==> config.mk <==
export PLATFORM = sky130hd
export DESIGN_NAME = dmars_top
export DESIGN_NICKNAME = d
export VERILOG_FILES = /design/src/hw/dmars_pkg.sv /design/src/hw/dmars_req_mux.sv /design/src/hw/dmars_top.sv
export SDC_FILE = /design/constraint.sdc
export NUM_CORES = 1
export LEC_CHECK = 0
export BUFFER_PORTS_ARGS = -buffer_cell sky130_fd_sc_hd__buf_2
export CAP_MARGIN = 10
export CELL_PAD_IN_SITES_DETAIL_PLACEMENT = 1
export CELL_PAD_IN_SITES_GLOBAL_PLACEMENT = 1
export CORE_AREA = 10 10 137 139
export DETAILED_ROUTE_END_ITERATION = 7
export DIE_AREA = 0 0 147 149
export GPL_ROUTABILITY_DRIVEN = 0
export HOLD_SLACK_MARGIN = 0.08
export PLACE_DENSITY_LB_ADDON = 0.1
export REMOVE_ABC_BUFFERS = 1
export SLEW_MARGIN = 30
export SYNTH_ARGS = -nofsm -noshare
export SYNTH_HDL_FRONTEND = slang
export SYNTH_SLANG_ARGS = --single-unit
export TNS_END_PERCENT = 10
==> constraint.sdc <==
create_clock -name pclk -period 2.7 [get_ports pclk]
set_input_delay 0.405 -clock pclk [delete_from_list [all_inputs] [get_ports pclk]]
set_output_delay 0.405 -clock pclk [all_outputs]
set_load 0.03 [all_outputs]
==> src/hw/dmars_pkg.sv <==
// Purpose: Constants for the DMA channel request-select block
// Assumes: APB, 32-bit data, one aligned word per register
// Notes:   Named request sources sit at fixed select codes
// How it works
// - Force bit starts exactly one transfer
// - Writing zero to force does nothing
// - Channel disable clears the force bit
// - Low byte selects request; 08 timer3, 07 timer2
// - Select zero uses external interrupt zero
// - Select 0A uses serial interface one done
package dmars_pkg;
  localparam logic [11:0] DMARS_REQ_SEL_OFFSET    = 12'h000;
  localparam logic [11:0] DMARS_STATUS_OFFSET     = 12'h004;
  localparam int          DMARS_FORCE_BIT         = 15;
  localparam int          DMARS_SEL_W             = 8;
  localparam int          DMARS_REQ_LINES         = 256;
  localparam logic [7:0]  DMARS_SEL_RESET         = 8'h00;
  localparam logic [7:0]  DMARS_SEL_EXT_ZERO      = 8'h00;
  localparam logic [7:0]  DMARS_SEL_TIMER_TWO     = 8'h07;
  localparam logic [7:0]  DMARS_SEL_TIMER_THREE   = 8'h08;
  localparam logic [7:0]  DMARS_SEL_SERIAL_ONE    = 8'h0A;
  localparam logic [7:0]  DMARS_SEL_CONVERTER_ONE = 8'h0D;
  typedef enum logic [1:0] {DMARS_IDLE, DMARS_BUSY} dmars_state_type;
endpackage

==> src/hw/dmars_req_mux.sv <==
// Purpose: Picks one peripheral request line by index
// Assumes: Request lines are synchronous one-cycle pulses
// Notes:   Named sources sit at their select codes in the vector
`timescale 1ns/1ns
`default_nettype none
module dmars_req_mux
  import dmars_pkg::*;
#(
  parameter int LINES = DMARS_REQ_LINES
) (
  input  wire logic [LINES-1:0] req_lines,
  input  wire logic [7:0]       sel,
  output logic                  req_out
);
  always_comb begin
    req_out = req_lines[sel];
  end
endmodule
`default_nettype wire

==> src/hw/dmars_top.sv <==
// Purpose: Request select and manual force for one DMA channel
// Assumes: APB slave, one clock, peripheral requests synchronous to pclk
// Notes:   Transfer engine answers each start with one done pulse
`timescale 1ns/1ns
`default_nettype none
module dmars_top
  import dmars_pkg::*;
(
  input  wire logic        pclk,
  input  wire logic        presetn,
  input  wire logic        clk_en,
  input  wire logic        psel,
  input  wire logic        penable,
  input  wire logic        pwrite,
  input  wire logic [11:0] paddr,
  input  wire logic [31:0] pwdata,
  input  wire logic [3:0]  pstrb,
  output logic [31:0]      prdata,
  output logic             pready,
  output logic             pslverr,
  input  wire logic        channel_enable,
  input  wire logic        external_interrupt_zero,
  input  wire logic        timer_two_request,
  input  wire logic        timer_three_request,
  input  wire logic        serial_iface_one_done,
  input  wire logic        converter_one_done,
  input  wire logic [255:0] other_requests,
  input  wire logic        transfer_done,
  output logic             transfer_start,
  output logic             transfer_forced
);
  logic [7:0]      sel_q, sel_d;
  logic            force_q, force_d;
  logic            busy_forced_q, busy_forced_d;
  dmars_state_type state_q, state_d;
  logic [31:0]     prdata_q, prdata_d;
  logic [255:0]    req_vec;
  logic            sel_req;
  logic            wr_en, rd_en, hit_sel, hit_sts;

  // Address compare shared by the two register decodes
  function automatic logic addr_is(input logic [11:0] addr, input logic [11:0] offset);
    return addr == offset;
  endfunction

  // Named sources override the generic vector at their codes
  always_comb begin
    req_vec                          = other_requests;
    req_vec[DMARS_SEL_EXT_ZERO]      = external_interrupt_zero;
    req_vec[DMARS_SEL_TIMER_TWO]     = timer_two_request;
    req_vec[DMARS_SEL_TIMER_THREE]   = timer_three_request;
    req_vec[DMARS_SEL_SERIAL_ONE]    = serial_iface_one_done;
    req_vec[DMARS_SEL_CONVERTER_ONE] = converter_one_done;
  end

  dmars_req_mux #(.LINES(DMARS_REQ_LINES)) u_mux (
    .req_lines (req_vec),
    .sel       (sel_q),
    .req_out   (sel_req)
  );

  assign pready  = 1'b1;
  assign hit_sel = addr_is(paddr, DMARS_REQ_SEL_OFFSET);
  assign hit_sts = addr_is(paddr, DMARS_STATUS_OFFSET);
  assign wr_en   = psel & penable & pwrite & clk_en;
  // Reads are captured at the end of setup so the word stands through the zero-wait access;
  // the status read back is therefore one cycle old
  assign rd_en   = psel & ~penable & ~pwrite;
  assign pslverr = psel & penable & ~(hit_sel | hit_sts);
  assign prdata  = prdata_q;

  // Start while idle and enabled; force outranks the peripheral request
  assign transfer_start  = clk_en & channel_enable & (state_q == DMARS_IDLE)
                           & (force_q | sel_req);
  assign transfer_forced = force_q;

  always_comb begin
    sel_d         = sel_q;
    force_d       = force_q;
    state_d       = state_q;
    busy_forced_d = busy_forced_q;
    prdata_d      = prdata_q;
    case (state_q)
      DMARS_IDLE: begin
        if (transfer_start) begin
          state_d       = DMARS_BUSY;
          busy_forced_d = force_q;
        end
      end
      DMARS_BUSY: begin
        if (transfer_done) begin
          state_d = DMARS_IDLE;
          // Only the transfer that the force bit launched may clear it
          if (busy_forced_q) begin
            force_d = 1'b0;
          end
          busy_forced_d = 1'b0;
        end
      end
      default: state_d = DMARS_IDLE;
    endcase
    if (wr_en && hit_sel) begin
      if (pstrb[0]) begin
        sel_d = pwdata[DMARS_SEL_W-1:0];
      end
      // A zero write leaves force alone; set wins over the done clear, but channel disable wins over set
      if (pstrb[1] && pwdata[DMARS_FORCE_BIT]) begin
        force_d = 1'b1;
      end
    end
    if (!channel_enable) begin
      // Disable drops any pending or running forced transfer
      force_d       = 1'b0;
      state_d       = DMARS_IDLE;
      busy_forced_d = 1'b0;
    end
    if (rd_en && hit_sel) begin
      prdata_d = {16'h0000, force_q, 7'h00, sel_q};
    end else if (rd_en && hit_sts) begin
      prdata_d = {30'h0, busy_forced_q, state_q == DMARS_BUSY};
    end else if (rd_en) begin
      prdata_d = 32'h00000000;
    end
  end

  // Read data is registered at the end of setup, so it is valid at the access edge
  always_ff @(posedge pclk or negedge presetn) begin
    if (!presetn) begin
      sel_q         <= DMARS_SEL_RESET;
      force_q       <= 1'b0;
      state_q       <= DMARS_IDLE;
      busy_forced_q <= 1'b0;
      prdata_q      <= 32'h00000000;
    end else if (clk_en) begin
      sel_q         <= sel_d;
      force_q       <= force_d;
      state_q       <= state_d;
      busy_forced_q <= busy_forced_d;
      prdata_q      <= prdata_d;
    end
  end
endmodule
`default_nettype wire

==> results_dict.tcl <==
set metrics [dict create \
    hold_viol_final 0 \
    cp-end-kind "output pin" \
    num_vias 3930 \
    path_clk_slew_ns 0.06 \
    drtIter0Drc 83 \
    grt_max_degree 29 \
    slew_viol_final 0 \
    p_per_area_nw_per_um2 198.5 \
    first_pass_iters 4 \
    violations "setup timing" \
    crit_path_max_fanout 6 \
    r2r-end "busy_forced_q$_DFFE_PN0P_" \
    clock.fmax_mhz 300.3 \
    cts_buffers 3 \
    syn_inst 305 \
    clkLatencyLatePin_ns 0.25 \
    pin_count 353 \
    worstMarginPinSlew_ns 0.5059 \
    setup_slack_ns -0.6302 \
    cts_root_buf "clkbuf_16" \
    syn_to_final_growth_pct 57.42 \
    hp-class "in -> async" \
    cts_sinks 20 \
    maxCapViolCount 0 \
    clockBufferDepth 2 \
    final_common_cell "buf_2" \
    startpoint_type "flip-flop" \
    overflow 0 \
    grt.total_usage_pct 15.71 \
    cp_data_arrival_time_ns 2.93 \
    wire_per_inst_um 21.66 \
    period_share_pct 123.3 \
    remaining_drc_errors 0 \
    holdBufCountCts 0 \
    dieArea_um2 21900 \
    drive_gt1_share_pct 64.19 \
    io_buffers 298 \
    syn_avg_cell_area_um2 11.34 \
    vias_per_cell 4.667 \
    reg2reg_depth 11 \
    dp_hpwl_um 16300 \
    critPathKind "reg -> out" \
    grt_pass1_vias 4883 \
    critPathRequiredTime_ns 2.30 \
    final_cell_mix "buf_2 (297), nand2_1 (38), buf_4 (31), mux2i_1 (30), mux4_2 (29)" \
    rsz0062_at_grt "true" \
    status "complete, but fails checks" \
    period_needed_ns 3.330 \
    async_flop_share_pct 100.0 \
    setup_viol 3 \
    die_w_um 147 \
    r2r_start "sel_q[0]$_DFFE_PN0P_" \
    start_util_pct 21.38 \
    grt_pass1_wl_um 27540 \
    synth_area_um2 3458 \
    rows 47 \
    vdd_drop_max_uv 150.9 \
    yosys_warnings 0 \
    regToRegSetupSlack_ns -0.22 \
    htreeDepth 1 \
    ant_nets 0 \
    drt_wl_total_um 18240 \
    antenna_found_initial 1 \
    clock_skew_ns 0.003243 \
    ys_ff_latch 20 \
    die_y_um 149 \
    synth_cell_types 43 \
    post-place-ws_ns -0.5185 \
    nets 938 \
    cts_tree "yes" \
    core_area_um2 16170 \
    synth_flop_cell "dfrtp_1" \
    holdWs_ns 0.1093 \
    slew_headroom_pct 66.19 \
    synth_edf_count 0 \
    ys_seq_area_share_pct 14.47 \
    p_leak_nw 2.492 \
]
[cells in the mapped netlist (all sizes together), types with 2 or more instances]
cell,count,area [µm²]
mux4,53,1299
buf,44,396.6
nand2,38,142.6
mux2i,31,310.3
dfrtp,20,500.5
o21ai,14,70.06
mux2,10,112.6
o22ai,10,68.81
a22oi,9,67.56
clkbuf,6,22.52
nand4,6,37.54
nor2,6,22.52
nor2b,6,37.54
o2111ai,6,52.55
nand3,5,25.02
nand3b,5,37.54
nor4,4,25.02
a31oi,3,18.77
inv,3,11.26
or3b,3,26.28
a221oi,2,17.52
a32oi,2,17.52
conb,2,7.510
nand2b,2,12.51
nor3,2,10.01
nor3b,2,15.01
[area by class of cell]
type / instances / area [µm²]
Sequential cell: 20 / 506.7
Antenna cell: 2 / 5.005
Timing Repair Buffer: 339 / 1899
Multi-Input combinational cell: 254 / 2658
Fill cell: 1975 / 10730
Inverter: 3 / 11.26
Clock buffer: 4 / 88.84
Tap cell: 220 / 275.3
[per-stage QoR]
stage               instance area (µm²)  TNS [ns]  std cells  util (%)   power, W
finish                             5444   -0.9429        842     33.66   0.001080
global route                       5441    -1.215        841     33.65   0.001143
CTS                                5418   -0.9484        840     33.50   0.001092
detailed placement                 5200    -1.038        829     32.15  0.0007398
global placement                   5200   -0.8901        829     32.15  0.0007306
floorplan                          3122    -7.378        277         -  0.0004843
[registers in the layout, indices dropped and copies added, names as in the netlist]
register         count
busy_forced_q        1
state_q              1
transfer_forced      1
prdata               9
sel_q                8
[metal layers]
layer,track usage [%],vias up,routed length (µm),share of wire [%]
li1,-,1842,-,-
met1,16.10,1903,6713,37
met2,30.75,175,9768,54
met3,5.492,10,1591,8.7
met4,1.883,0,163,0.89
met5,0,-,0,0
[repair_timing]
action                                  CTS  global route
endpoints found under the setup margin    3             3
pin swaps                                 8             7
resized for setup                        18             5
buffers inserted                          8             0
[how the worst max path moves through the flow]
| stage | slack (ns) | end | depth (start not counted) | start |
|---|---|---|---|---|
| after floorplan | -2.47 | transfer_start | 7 | sel_q[0]$_DFFE_PN0P_ |
| after global placement | -0.47 | transfer_start | 9 | sel_q[0]$_DFFE_PN0P_ |
| after detailed placement | -0.52 | transfer_start | 9 | sel_q[0]$_DFFE_PN0P_ |
| after CTS | -0.63 | transfer_start | 10 | sel_q[0]$_DFFE_PN0P_ |
| after global routing | -0.71 | transfer_start | 9 | sel_q[0]$_DFFE_PN0P_ |
| final | -0.63 | transfer_start | 9 | sel_q[0]$_DFFE_PN0P_ |
[critical path: stages, from the launching register on]
cell,delay [ns]
dfrtp_4,0.43
buf_12,0.13
mux4_1,0.55
mux4_2,0.48
nor2b_1,0.17
a2111oi_4,0.33
or4_4,0.19
o311a_4,0.21
nor2_4,0.04
buf_6,0.14
[logic make-up (layout without fill, tap and decap cells)]
family | count (synthesis) | after routing | share of synthesized area, %
mux | 94 | 94 | 49.78
simple gates | 85 | 85 | 12.59
buf+inv | 53 | 346 | 12.45
compound gates | 51 | 51 | 10.49
flops | 20 | 20 | 14.47
other cells | 2 | 26 | 0.2172
[report_power, final]
part	internal, W	switching, W
registers	0.000308	0.0000120
logic	0.000238	0.000184
clock network	0.000226	0.000112
(Power assumes the default switching activity.)
